**src/dmaec_pkg.sv**
```systemverilog
// constants, field layout and carrier types of the dma channel event control block
// assumes a single 125 mhz clock domain shared with the interrupt sources and the engine
package dmaec_pkg;

  // clock
  localparam int CLK_PERIOD_NS = 8;

  // register byte offsets
  localparam logic [7:0] OFS_EVENT_CTRL = 8'h00;
  localparam logic [7:0] OFS_SRC_PTR    = 8'h04;
  localparam logic [7:0] OFS_DST_PTR    = 8'h08;
  localparam logic [7:0] OFS_CHAN_CTRL  = 8'h0c;
  localparam logic [7:0] OFS_IRQ_STATUS = 8'h10;
  localparam logic [7:0] OFS_IRQ_MASK   = 8'h14;
  localparam logic [7:0] OFS_SRC_SIZE   = 8'h18;
  localparam logic [7:0] OFS_DST_SIZE   = 8'h1c;

  // event control fields
  localparam int ABORT_SEL_LSB = 16;
  localparam int START_SEL_LSB = 8;
  localparam int FORCE_BIT     = 7;
  localparam int ABORT_BIT     = 6;
  localparam int PAT_EN_BIT    = 5;
  localparam int START_EN_BIT  = 4;
  localparam int ABORT_EN_BIT  = 3;
  localparam logic [7:0] SEL_RST = 8'hff;

  // channel control fields
  localparam int CHAN_EN_BIT   = 0;
  localparam int CHAN_BUSY_BIT = 1;

  // interrupt status layout, mask has the same layout
  localparam int IRQ_W         = 6;
  localparam int ST_ABORT_FLAG = 0;
  localparam int ST_STARTED    = 1;
  localparam int ST_PAT_ABORT  = 2;
  localparam int ST_CELL_DONE  = 3;
  localparam int ST_SRC_WRAP   = 4;
  localparam int ST_DST_WRAP   = 5;
  localparam logic [IRQ_W-1:0] IRQ_RST = 6'h00;

  // pointers: a size of zero stands for the whole 64 kbyte span
  localparam int PTR_W = 16;
  localparam logic [PTR_W-1:0] PTR_RST  = 16'h0000;
  localparam logic [PTR_W-1:0] SIZE_RST = 16'h0000;
  localparam logic [PTR_W:0]   PTR_SPAN = 17'h10000;

  // axi responses
  localparam logic [1:0] RESP_OKAY   = 2'b00;
  localparam logic [1:0] RESP_SLVERR = 2'b10;

  typedef enum logic {CH_IDLE, CH_BUSY} dmaec_chan_e;

  typedef struct packed {
    logic       valid;
    logic [7:0] num;
  } dmaec_irq_evt_s;

  typedef struct packed {
    logic             src_adv;
    logic [PTR_W-1:0] src_bytes;
    logic             dst_adv;
    logic [PTR_W-1:0] dst_bytes;
    logic             pattern_hit;
    logic             cell_done;
  } dmaec_eng_s;

  typedef struct packed {
    logic start;
    logic abort;
    logic channel_enable;
    logic busy;
  } dmaec_ctl_s;

endpackage

```
**src/dmaec_ptr.sv**
```systemverilog
// byte pointer of one buffer: advances by the bytes moved and wraps at the buffer size
// assumes advance requests come from engine logic on the same clock
`timescale 1ns/10ps
module dmaec_ptr (
  // clock and reset
  input  wire logic                         aclk,
  input  wire logic                         aresetn,
  // control
  input  wire logic                         clear,
  input  wire logic                         adv,
  input  wire logic [dmaec_pkg::PTR_W-1:0]  bytes,
  input  wire logic [dmaec_pkg::PTR_W-1:0]  size,
  // state
  output logic      [dmaec_pkg::PTR_W-1:0]  ptr_r,
  output logic                              wrap_r
);

  logic [dmaec_pkg::PTR_W:0] sum;
  logic [dmaec_pkg::PTR_W:0] limit;
  logic                      hit;

  assign sum   = {1'b0, ptr_r} + {1'b0, bytes};
  assign limit = (size == dmaec_pkg::SIZE_RST) ? dmaec_pkg::PTR_SPAN : {1'b0, size};
  assign hit   = adv & (sum >= limit);

  always_ff @(posedge aclk) begin
    if (!aresetn) begin
      ptr_r <= dmaec_pkg::PTR_RST;
    end else if (clear || hit) begin
      ptr_r <= dmaec_pkg::PTR_RST;
    end else if (adv) begin
      ptr_r <= sum[dmaec_pkg::PTR_W-1:0];
    end
  end

  always_ff @(posedge aclk) begin
    if (!aresetn) begin
      wrap_r <= 1'b0;
    end else begin
      wrap_r <= hit;
    end
  end

endmodule

```
**src/dmaec_top.sv**
```systemverilog
// event control and pointer status of one dma channel, with an axi4-lite register slave
// assumes interrupt events and engine reports are synchronous to aclk
`timescale 1ns/10ps
module dmaec_top (
  // clock and reset
  input  wire logic                    aclk,
  input  wire logic                    aresetn,
  // axi4-lite write address
  input  wire logic [7:0]              s_axi_awaddr,
  input  wire logic                    s_axi_awvalid,
  output logic                         s_axi_awready,
  // axi4-lite write data
  input  wire logic [31:0]             s_axi_wdata,
  input  wire logic [3:0]              s_axi_wstrb,
  input  wire logic                    s_axi_wvalid,
  output logic                         s_axi_wready,
  // axi4-lite write response
  output logic [1:0]                   s_axi_bresp,
  output logic                         s_axi_bvalid,
  input  wire logic                    s_axi_bready,
  // axi4-lite read address
  input  wire logic [7:0]              s_axi_araddr,
  input  wire logic                    s_axi_arvalid,
  output logic                         s_axi_arready,
  // axi4-lite read data
  output logic [31:0]                  s_axi_rdata,
  output logic [1:0]                   s_axi_rresp,
  output logic                         s_axi_rvalid,
  input  wire logic                    s_axi_rready,
  // interrupt request sources
  input  wire dmaec_pkg::dmaec_irq_evt_s irq_evt,
  // transfer engine
  input  wire dmaec_pkg::dmaec_eng_s   eng,
  output dmaec_pkg::dmaec_ctl_s        ctl_r,
  // interrupt
  output logic                         irq_r
);

  ////////////////////////////////////////////////////////////////////////////
  // register state

  logic [7:0]                       abort_sel_r;
  logic [7:0]                       start_sel_r;
  logic                             pat_en_r;
  logic                             start_en_r;
  logic                             abort_en_r;
  logic                             chan_en_r;
  logic [dmaec_pkg::IRQ_W-1:0]      status_r;
  logic [dmaec_pkg::IRQ_W-1:0]      mask_r;
  logic [dmaec_pkg::PTR_W-1:0]      src_size_r;
  logic [dmaec_pkg::PTR_W-1:0]      dst_size_r;
  logic [dmaec_pkg::PTR_W-1:0]      src_ptr;
  logic [dmaec_pkg::PTR_W-1:0]      dst_ptr;
  logic                             src_wrap;
  logic                             dst_wrap;
  dmaec_pkg::dmaec_chan_e           state_r;

  ////////////////////////////////////////////////////////////////////////////
  // axi write channel: address and data taken in either order

  logic        aw_hold_r;
  logic        w_hold_r;
  logic [7:0]  wr_addr_r;
  logic [31:0] wr_data_r;
  logic [3:0]  wr_strb_r;
  logic        wr_fire;
  logic        wr_ok;

  assign wr_fire = aw_hold_r & w_hold_r & ~s_axi_bvalid;

  always_comb begin
    unique case (wr_addr_r)
      dmaec_pkg::OFS_EVENT_CTRL,
      dmaec_pkg::OFS_SRC_PTR,
      dmaec_pkg::OFS_DST_PTR,
      dmaec_pkg::OFS_CHAN_CTRL,
      dmaec_pkg::OFS_IRQ_STATUS,
      dmaec_pkg::OFS_IRQ_MASK,
      dmaec_pkg::OFS_SRC_SIZE,
      dmaec_pkg::OFS_DST_SIZE: wr_ok = 1'b1;
      default:                 wr_ok = 1'b0;
    endcase
  end

  always_ff @(posedge aclk) begin
    if (!aresetn) begin
      aw_hold_r     <= 1'b0;
      s_axi_awready <= 1'b1;
      wr_addr_r     <= 8'h00;
    end else if (s_axi_awvalid && s_axi_awready) begin
      aw_hold_r     <= 1'b1;
      s_axi_awready <= 1'b0;
      wr_addr_r     <= s_axi_awaddr;
    end else if (s_axi_bvalid && s_axi_bready) begin
      aw_hold_r     <= 1'b0;
      s_axi_awready <= 1'b1;
    end
  end

  always_ff @(posedge aclk) begin
    if (!aresetn) begin
      w_hold_r     <= 1'b0;
      s_axi_wready <= 1'b1;
      wr_data_r    <= 32'h00000000;
      wr_strb_r    <= 4'h0;
    end else if (s_axi_wvalid && s_axi_wready) begin
      w_hold_r     <= 1'b1;
      s_axi_wready <= 1'b0;
      wr_data_r    <= s_axi_wdata;
      wr_strb_r    <= s_axi_wstrb;
    end else if (s_axi_bvalid && s_axi_bready) begin
      w_hold_r     <= 1'b0;
      s_axi_wready <= 1'b1;
    end
  end

  always_ff @(posedge aclk) begin
    if (!aresetn) begin
      s_axi_bvalid <= 1'b0;
      s_axi_bresp  <= dmaec_pkg::RESP_OKAY;
    end else if (wr_fire) begin
      s_axi_bvalid <= 1'b1;
      s_axi_bresp  <= wr_ok ? dmaec_pkg::RESP_OKAY : dmaec_pkg::RESP_SLVERR;
    end else if (s_axi_bready) begin
      s_axi_bvalid <= 1'b0;
    end
  end

  // one-cycle write strobes per register, lane 0 gating the channel control, status and mask ones
  logic ev_wr;
  logic cc_wr;
  logic st_wr;
  logic mk_wr;
  logic ss_wr;
  logic ds_wr;

  assign ev_wr = wr_fire & (wr_addr_r == dmaec_pkg::OFS_EVENT_CTRL);
  assign cc_wr = wr_fire & (wr_addr_r == dmaec_pkg::OFS_CHAN_CTRL) & wr_strb_r[0];
  assign st_wr = wr_fire & (wr_addr_r == dmaec_pkg::OFS_IRQ_STATUS) & wr_strb_r[0];
  assign mk_wr = wr_fire & (wr_addr_r == dmaec_pkg::OFS_IRQ_MASK) & wr_strb_r[0];
  assign ss_wr = wr_fire & (wr_addr_r == dmaec_pkg::OFS_SRC_SIZE);
  assign ds_wr = wr_fire & (wr_addr_r == dmaec_pkg::OFS_DST_SIZE);

  ////////////////////////////////////////////////////////////////////////////
  // event control register

  always_ff @(posedge aclk) begin
    if (!aresetn) begin
      abort_sel_r <= dmaec_pkg::SEL_RST;
      start_sel_r <= dmaec_pkg::SEL_RST;
      pat_en_r    <= 1'b0;
      start_en_r  <= 1'b0;
      abort_en_r  <= 1'b0;
    end else if (ev_wr) begin
      if (wr_strb_r[2]) begin
        abort_sel_r <= wr_data_r[dmaec_pkg::ABORT_SEL_LSB +: 8];
      end
      if (wr_strb_r[1]) begin
        start_sel_r <= wr_data_r[dmaec_pkg::START_SEL_LSB +: 8];
      end
      if (wr_strb_r[0]) begin
        pat_en_r   <= wr_data_r[dmaec_pkg::PAT_EN_BIT];
        start_en_r <= wr_data_r[dmaec_pkg::START_EN_BIT];
        abort_en_r <= wr_data_r[dmaec_pkg::ABORT_EN_BIT];
      end
    end
  end

  ////////////////////////////////////////////////////////////////////////////
  // event resolution

  logic sw_force;
  logic sw_abort;
  logic start_irq_hit;
  logic abort_irq_hit;
  logic pat_abort;
  logic abort_hit;
  logic start_hit;

  // force and abort are write actions only, nothing is stored
  assign sw_force      = ev_wr & wr_strb_r[0] & wr_data_r[dmaec_pkg::FORCE_BIT];
  assign sw_abort      = ev_wr & wr_strb_r[0] & wr_data_r[dmaec_pkg::ABORT_BIT];
  assign start_irq_hit = irq_evt.valid & start_en_r & (irq_evt.num == start_sel_r);
  assign abort_irq_hit = irq_evt.valid & abort_en_r & (irq_evt.num == abort_sel_r);
  assign pat_abort     = pat_en_r & eng.pattern_hit;
  assign abort_hit     = abort_irq_hit | sw_abort | pat_abort;
  // a disabled channel ignores start requests
  assign start_hit     = chan_en_r & (start_irq_hit | sw_force) & ~abort_hit;

  always_ff @(posedge aclk) begin
    if (!aresetn) begin
      state_r <= dmaec_pkg::CH_IDLE;
    end else begin
      unique case (state_r)
        dmaec_pkg::CH_IDLE: begin
          if (start_hit) begin
            state_r <= dmaec_pkg::CH_BUSY;
          end
        end
        dmaec_pkg::CH_BUSY: begin
          if (abort_hit || (eng.cell_done && !start_hit)) begin
            state_r <= dmaec_pkg::CH_IDLE;
          end
        end
      endcase
    end
  end

  // hardware clear of the enable wins over a software write in the same cycle
  always_ff @(posedge aclk) begin
    if (!aresetn) begin
      chan_en_r <= 1'b0;
    end else if (pat_abort) begin
      chan_en_r <= 1'b0;
    end else if (cc_wr) begin
      chan_en_r <= wr_data_r[dmaec_pkg::CHAN_EN_BIT];
    end
  end

  always_ff @(posedge aclk) begin
    if (!aresetn) begin
      ctl_r <= '0;
    end else begin
      ctl_r.start          <= start_hit;
      ctl_r.abort          <= abort_hit;
      ctl_r.channel_enable <= chan_en_r & ~pat_abort;
      ctl_r.busy           <= (state_r == dmaec_pkg::CH_BUSY);
    end
  end

  ////////////////////////////////////////////////////////////////////////////
  // byte pointers

  dmaec_ptr u_src_ptr (
    .aclk    (aclk),
    .aresetn (aresetn),
    .clear   (pat_en_r & eng.pattern_hit),
    .adv     (eng.src_adv),
    .bytes   (eng.src_bytes),
    .size    (src_size_r),
    .ptr_r   (src_ptr),
    .wrap_r  (src_wrap)
  );

  dmaec_ptr u_dst_ptr (
    .aclk    (aclk),
    .aresetn (aresetn),
    .clear   (1'b0),
    .adv     (eng.dst_adv),
    .bytes   (eng.dst_bytes),
    .size    (dst_size_r),
    .ptr_r   (dst_ptr),
    .wrap_r  (dst_wrap)
  );

  always_ff @(posedge aclk) begin
    if (!aresetn) begin
      src_size_r <= dmaec_pkg::SIZE_RST;
      dst_size_r <= dmaec_pkg::SIZE_RST;
    end else begin
      if (ss_wr && wr_strb_r[0]) src_size_r[7:0]  <= wr_data_r[7:0];
      if (ss_wr && wr_strb_r[1]) src_size_r[15:8] <= wr_data_r[15:8];
      if (ds_wr && wr_strb_r[0]) dst_size_r[7:0]  <= wr_data_r[7:0];
      if (ds_wr && wr_strb_r[1]) dst_size_r[15:8] <= wr_data_r[15:8];
    end
  end

  ////////////////////////////////////////////////////////////////////////////
  // interrupt status, mask and output

  logic [dmaec_pkg::IRQ_W-1:0] st_set;
  logic [dmaec_pkg::IRQ_W-1:0] st_clr;

  always_comb begin
    st_set = '0;
    st_set[dmaec_pkg::ST_ABORT_FLAG] = abort_irq_hit;
    st_set[dmaec_pkg::ST_STARTED]    = start_hit;
    st_set[dmaec_pkg::ST_PAT_ABORT]  = pat_abort;
    st_set[dmaec_pkg::ST_CELL_DONE]  = eng.cell_done;
    st_set[dmaec_pkg::ST_SRC_WRAP]   = src_wrap;
    st_set[dmaec_pkg::ST_DST_WRAP]   = dst_wrap;
  end

  assign st_clr = st_wr ? wr_data_r[dmaec_pkg::IRQ_W-1:0] : '0;

  // a new event in the clearing cycle survives
  always_ff @(posedge aclk) begin
    if (!aresetn) begin
      status_r <= dmaec_pkg::IRQ_RST;
    end else begin
      status_r <= (status_r & ~st_clr) | st_set;
    end
  end

  always_ff @(posedge aclk) begin
    if (!aresetn) begin
      mask_r <= dmaec_pkg::IRQ_RST;
    end else if (mk_wr) begin
      mask_r <= wr_data_r[dmaec_pkg::IRQ_W-1:0];
    end
  end

  always_ff @(posedge aclk) begin
    if (!aresetn) begin
      irq_r <= 1'b0;
    end else begin
      irq_r <= |(status_r & mask_r);
    end
  end

  ////////////////////////////////////////////////////////////////////////////
  // axi read channel

  logic [31:0] rd_mux;
  logic        rd_ok;

  always_comb begin
    rd_mux = 32'h00000000;
    rd_ok  = 1'b1;
    unique case (s_axi_araddr)
      dmaec_pkg::OFS_EVENT_CTRL: begin
        // force and abort read zero, low and top bits unimplemented
        rd_mux[dmaec_pkg::ABORT_SEL_LSB +: 8] = abort_sel_r;
        rd_mux[dmaec_pkg::START_SEL_LSB +: 8] = start_sel_r;
        rd_mux[dmaec_pkg::PAT_EN_BIT]         = pat_en_r;
        rd_mux[dmaec_pkg::START_EN_BIT]       = start_en_r;
        rd_mux[dmaec_pkg::ABORT_EN_BIT]       = abort_en_r;
      end
      dmaec_pkg::OFS_SRC_PTR:    rd_mux[dmaec_pkg::PTR_W-1:0] = src_ptr;
      dmaec_pkg::OFS_DST_PTR:    rd_mux[dmaec_pkg::PTR_W-1:0] = dst_ptr;
      dmaec_pkg::OFS_CHAN_CTRL: begin
        rd_mux[dmaec_pkg::CHAN_EN_BIT]   = chan_en_r;
        rd_mux[dmaec_pkg::CHAN_BUSY_BIT] = (state_r == dmaec_pkg::CH_BUSY);
      end
      dmaec_pkg::OFS_IRQ_STATUS: rd_mux[dmaec_pkg::IRQ_W-1:0] = status_r;
      dmaec_pkg::OFS_IRQ_MASK:   rd_mux[dmaec_pkg::IRQ_W-1:0] = mask_r;
      dmaec_pkg::OFS_SRC_SIZE:   rd_mux[dmaec_pkg::PTR_W-1:0] = src_size_r;
      dmaec_pkg::OFS_DST_SIZE:   rd_mux[dmaec_pkg::PTR_W-1:0] = dst_size_r;
      default:                   rd_ok = 1'b0;
    endcase
  end

  always_ff @(posedge aclk) begin
    if (!aresetn) begin
      s_axi_arready <= 1'b1;
      s_axi_rvalid  <= 1'b0;
      s_axi_rdata   <= 32'h00000000;
      s_axi_rresp   <= dmaec_pkg::RESP_OKAY;
    end else if (s_axi_arvalid && s_axi_arready) begin
      s_axi_arready <= 1'b0;
      s_axi_rvalid  <= 1'b1;
      s_axi_rdata   <= rd_mux;
      s_axi_rresp   <= rd_ok ? dmaec_pkg::RESP_OKAY : dmaec_pkg::RESP_SLVERR;
    end else if (s_axi_rvalid && s_axi_rready) begin
      s_axi_arready <= 1'b1;
      s_axi_rvalid  <= 1'b0;
    end
  end

endmodule

```
**config.mk**
```make
export PLATFORM = sky130hd
export DESIGN_NAME = dmaec_top
export DESIGN_NICKNAME = d
export VERILOG_FILES = /design/src/dmaec_pkg.sv /design/src/dmaec_ptr.sv /design/src/dmaec_top.sv
export SDC_FILE = /design/constraint.sdc
export NUM_CORES = 1
export LEC_CHECK = 0
export ABC_AREA = 1
export BUFFER_PORTS_ARGS = -buffer_cell sky130_fd_sc_hd__clkbuf_2
export CAP_MARGIN = 20
export CORE_ASPECT_RATIO = 0.9
export CORE_MARGIN = 1
export CORE_UTILIZATION = 40
export CTS_CLUSTER_SIZE = 12
export DETAILED_ROUTE_END_ITERATION = 8
export SETUP_SLACK_MARGIN = 0.05
export SLEW_MARGIN = 5
export SYNTH_ARGS = -nofsm -noshare
export SYNTH_HDL_FRONTEND = slang
export SYNTH_SLANG_ARGS = --single-unit
```
**constraint.sdc**
```tcl
create_clock -name aclk -period 4.3 [get_ports aclk]
set_input_delay 0.43 -clock aclk [delete_from_list [all_inputs] [get_ports aclk]]
set_output_delay 0.43 -clock aclk [all_outputs]
set_load 0.02 [all_outputs]
```
==> impl_metrics.csv <==
group,metric,value,unit
clock_tree,clkLatencyLatePin,0.43,ns
sta,fmaxAchievable,295.3,MHz
clock_tree,cts_buffer_depth,2,
global_routing,wire_length_of_the_first_global_routing_pass,47.13,mm
global_routing,grt_overflow,0,
job,max-cap-violations,0,
setup_path,critical_path_peak_fanout,16,
clock_tree,tritoncts_num_sinks,173,
yosys,synth.distinct_cells,43,
floorplanning,die_width,170.3,um
yosys,synthAdderAreaFrac,8.491,%
setup_path,critical_path.top_delay_family,"simple AND/OR/NAND/NOR gates",
sta,finalSetupViolations,0,
detailed_routing,dr.pass1.iters,6,
yosys,yosysWarningCount,0,
floorplanning,core.rowCount,55,
finish,final_cell_count_no_fill,1982,
detailed_routing,drc_errors,0,
floorplanning,dieArea,26140,sq um
clock_tree,post_cts_clock_slew_at_the_launch_and_capture_registers_of_the_worst_setup_and_hold_paths,0.07,ns
yosys,synth_top_flop_cell,"sky130_fd_sc_hd__dfxtp_1",
sta,post-route-worst-setup-slack,0.9137,ns
finish,layout.cells.most_common,"sky130_fd_sc_hd__nand2_1",
global_routing,total_grt_usage,23.29,%
global_routing,largest_net_degree_at_the_start_of_global_routing,46,
power,power_density,406.5,nW/um^2
yosys,synth_area,10200,sq um
finish,seq_area,3463,sq um
placement,port_buffers,130,
hold_path,min_path_cells,3,
sta,finalSetupTns,0,ns
floorplanning,io_pins,150,
power,power_frac_comb,26.8,%
yosys,post-synth-top-area-cell,"sky130_fd_sc_hd__dfxtp_1",
yosys,share_of_flip_flops_with_an_asynchronous_set_or_reset,0,%
setup_path,cp.depth,22,
finish,drive_above_1_share,12.07,%
finish,layout.cells.most_common_list,"sky130_fd_sc_hd__nand2_1 (386), sky130_fd_sc_hd__inv_1 (235), sky130_fd_sc_hd__dfxtp_1 (173)",
detailed_routing,via_count,9660,
sta,worst_clock_skew,0.009410,ns
sta,rsz0062_at_grt,"false",
clock_tree,cts_root_buffer,"sky130_fd_sc_hd__clkbuf_16",
yosys,share_of_the_synthesized_area_in_compound_gates_ao_oa_aoi_oai,15.53,%
placement,place_area,11060,sq um
clock_tree,cts_tree,"yes",
detailed_routing,route.detailed.vias_per_inst,4.874,
power,net-switching-power,1581,uW
yosys,syn-instance-count,1521,
finish,antenna_cells_inserted,0,
detailed_routing,wl_per_cell,14.91,um
setup_path,cp_common_cell,"sky130_fd_sc_hd__nand2_1",
placement,detailed_place_hpwl,23.38,mm
clock_tree,post_cts_hold_buffer_count,0,
floorplanning,initial_utilization,40.60,%
finish,design.final.nets,1799,
power,p_seq_share,37.5,%
floorplanning,floorplan_core_area,25120,sq um
power,cellInternalPower,3181,uW
finish,multiInputGateArea,5567,sq um
setup_path,critPathRequiredTime,4.59,ns
yosys,number_of_flip_flops_and_latches_in_the_synthesized_netlist,173,
clock_tree,cts_resized,0,
detailed_routing,drt_iter0_drc,783,
setup_path,critical_path.max_stage_delay,0.48,ns
detailed_routing,ant_nets,0,
clock_tree,cts.htree.levels,4,
yosys,synth_seq_area_share,33.96,%
sta,final_hold_viol_count,0,
yosys,synth_top_area_share,33.96,%
finish,final_design_area_no_fill,11710,sq um
global_routing,grt_pass1_vias,8947,
floorplanning,chipHeight,153.5,um
setup_path,cp-end-kind,"flop",
yosys,synthXorXnorAreaFrac,1.718,%
sta,post-route-period-util,78.75,%
power,worst_ir_drop_vdd,0.2928,mV
hold_path,holdCritPathClass,"in -> reg",
sta,worst_hold_slack,0.2531,ns
global_routing,initial_antenna_violation_count,0,
placement,place_worst_setup_slack,0.7787,ns
setup_path,crit_chain,"ha_1 -> inv_1 -> fa_1 -> inv_1 -> nand3_1 -> nand3_1 -> nand3_1 -> nand3_1 -> nand2_1 -> and2_1 -> ha_1 -> nand2_1 -> nor2_1 -> inv_1 -> nor2_1 -> nand2_1 -> nand2_1 -> nand2_1 -> nand2_1 -> nand2_1 -> nand2_1 -> nor2_1",
sta,slew_headroom,33.25,%
sta,layout_min_cycle_time,3.386,ns
run_status,status,"finished clean",
yosys,ys_top_cells_by_area,"sky130_fd_sc_hd__dfxtp_1 (34%), sky130_fd_sc_hd__nand2_1 (14%), sky130_fd_sc_hd__inv_1 (8.7%), sky130_fd_sc_hd__ha_1 (8.1%), sky130_fd_sc_hd__a21oi_1 (5.9%)",
setup_path,critical_path_arrival,3.68,ns
detailed_routing,wl,29.55,mm
sta,max_slew.worst_pin.slew,0.9975,ns
setup_path,path_class,"reg -> reg",
placement,post-place-cells,1950,
setup_path,startpoint_type_of_the_worst_setup_path,"flop",
placement,place.gp.congestion,0.9113,
power,static-leakage-power,0.005817,uW
yosys,simple_gate_area_share_of_the_yosys_netlist,27.99,%
clock_tree,post-cts-setup-buffers,0,
power,switching_share,33.20,%
sta,slew_violations,0,
yosys,synth_top_family_by_area,"simple AND/OR/NAND/NOR gates",
yosys,synth-edff-count,0,
finish,filler_cell_count,2619,
setup_path,worst_path_max_delay_cell,"sky130_fd_sc_hd__nand2_1",
yosys,yosys-mux-area-fraction,0.4908,%
setup_path,worst-r2r-cell-count,22,
yosys,syn_avg_cell_area,6.704,sq um
power,power_frac_clock,35.7,%
finish,syn_to_final_growth,14.85,%
setup_path,cp.buffers_inverters,3,
clock_tree,number_of_cts_inserted_buffers,17,
cell type report:
type	count	area share, %
Multi-Input combinational cell	1057	47.53
Sequential cell	173	29.57
Inverter	242	7.756
Timing Repair Buffer	136	5.940
Clock buffer	18	3.750
Tap cell	342	3.654
Clock inverter	14	1.795
tightest hold or removal path, delay by kind of cell:
family / cells / cell delay (ns)
compound gates: 1 / 0.06
buf+inv: 2 / 0.14
sequential cells by signal, indices dropped and copies added (netlist names), 3 cells and up, named ones only:
| name | cells |
|---|---|
| wr_strb_r | 3 |
| u_dst_ptr.ptr_r | 16 |
| dst_size_r | 16 |
| wr_addr_r | 8 |
| src_size_r | 16 |
| wr_data_r | 24 |
| ctl_r | 4 |
| u_src_ptr.ptr_r | 16 |
| s_axi_rdata | 24 |
| start_sel_r | 8 |
| status_r | 6 |
| mask_r | 6 |
| abort_sel_r | 8 |
path summary, 6_finish.rpt:
| kind | from | end | slack [ns] |
|---|---|---|---|
| worst min-delay path | eng[0] | status_r[3] | 0.25 |
| worst max-delay path | u_src_ptr.ptr_r[0] | u_src_ptr.ptr_r[9] | 0.91 |
| worst max register to register | u_src_ptr.ptr_r[0] | u_src_ptr.ptr_r[9] | 0.91 |
| worst min register to register | flop | s_axi_bresp[1] | 0.41 |
synthesized netlist by cell type (2+ instances only):
library cell and instances:
sky130_fd_sc_hd__nor4_1 8, sky130_fd_sc_hd__clkbuf_1 33, sky130_fd_sc_hd__buf_6 2, sky130_fd_sc_hd__inv_2 6, sky130_fd_sc_hd__o21ai_0 107, sky130_fd_sc_hd__nand3_2 2, sky130_fd_sc_hd__buf_4 13, sky130_fd_sc_hd__nand2_2 2
sky130_fd_sc_hd__nor3_4 4, sky130_fd_sc_hd__nor2_4 5, sky130_fd_sc_hd__a211oi_2 4, sky130_fd_sc_hd__o22ai_1 10, sky130_fd_sc_hd__and2_1 17, sky130_fd_sc_hd__mux2i_1 5, sky130_fd_sc_hd__nor2_1 134, sky130_fd_sc_hd__buf_2 9
sky130_fd_sc_hd__nand2_1 386, sky130_fd_sc_hd__a31oi_1 2, sky130_fd_sc_hd__a211oi_1 19, sky130_fd_sc_hd__nand3b_1 8, sky130_fd_sc_hd__nand3_1 78, sky130_fd_sc_hd__fa_1 2, sky130_fd_sc_hd__xor2_1 8, sky130_fd_sc_hd__o211ai_1 17
sky130_fd_sc_hd__or2_2 4, sky130_fd_sc_hd__nor3_1 10, sky130_fd_sc_hd__nor2_2 2, sky130_fd_sc_hd__a21oi_1 121, sky130_fd_sc_hd__dfxtp_1 173, sky130_fd_sc_hd__nand4_1 7, sky130_fd_sc_hd__inv_1 235, sky130_fd_sc_hd__ha_1 66
sky130_fd_sc_hd__xnor2_1 12
per-layer routing:
| layer | vias up | wire length (um) | global-route usage (%) |
|---|---|---|---|
| met1 | 4306 | 14060 | 31.15 |
| met4 | 0 | 522 | 5.963 |
| met2 | 253 | 13490 | 38.52 |
| met5 | - | 0 | 0 |
| li1 | 5075 | - | - |
| met3 | 26 | 1470 | 4.013 |
through the flow:
stage | util (%) | total power [uW]
after CTS | 46.63 | 4783
final | 46.63 | 4761
after global routing | 46.63 | 5072
after floorplan | - | 2752
after detailed placement | 44.04 | 3089
after global placement | 44.04 | 3067
power groups by stage:
stage	Clock (uW)	Sequential (uW)	Combinational, uW
2_1_floorplan	0	1810	945
3_3_place_gp	0	1820	1250
3_5_place_dp	0	1820	1270
4_1_cts	1720	1780	1280
5_1_grt	1790	1800	1480
6_report	1700	1780	1280
cells by family (layout without fill, tap and decap cells):
logic type	Yosys count	count (layout)
AOI/OAI and AO/OA	286	286
xor gates and xnor gates	20	20
adders and majority gates	68	68
buffers and inverters	300	410
DFF	173	173
muxes	5	5
other	1	10
and+or+nand+nor	668	668
Power figures use the tool's default switching activity.
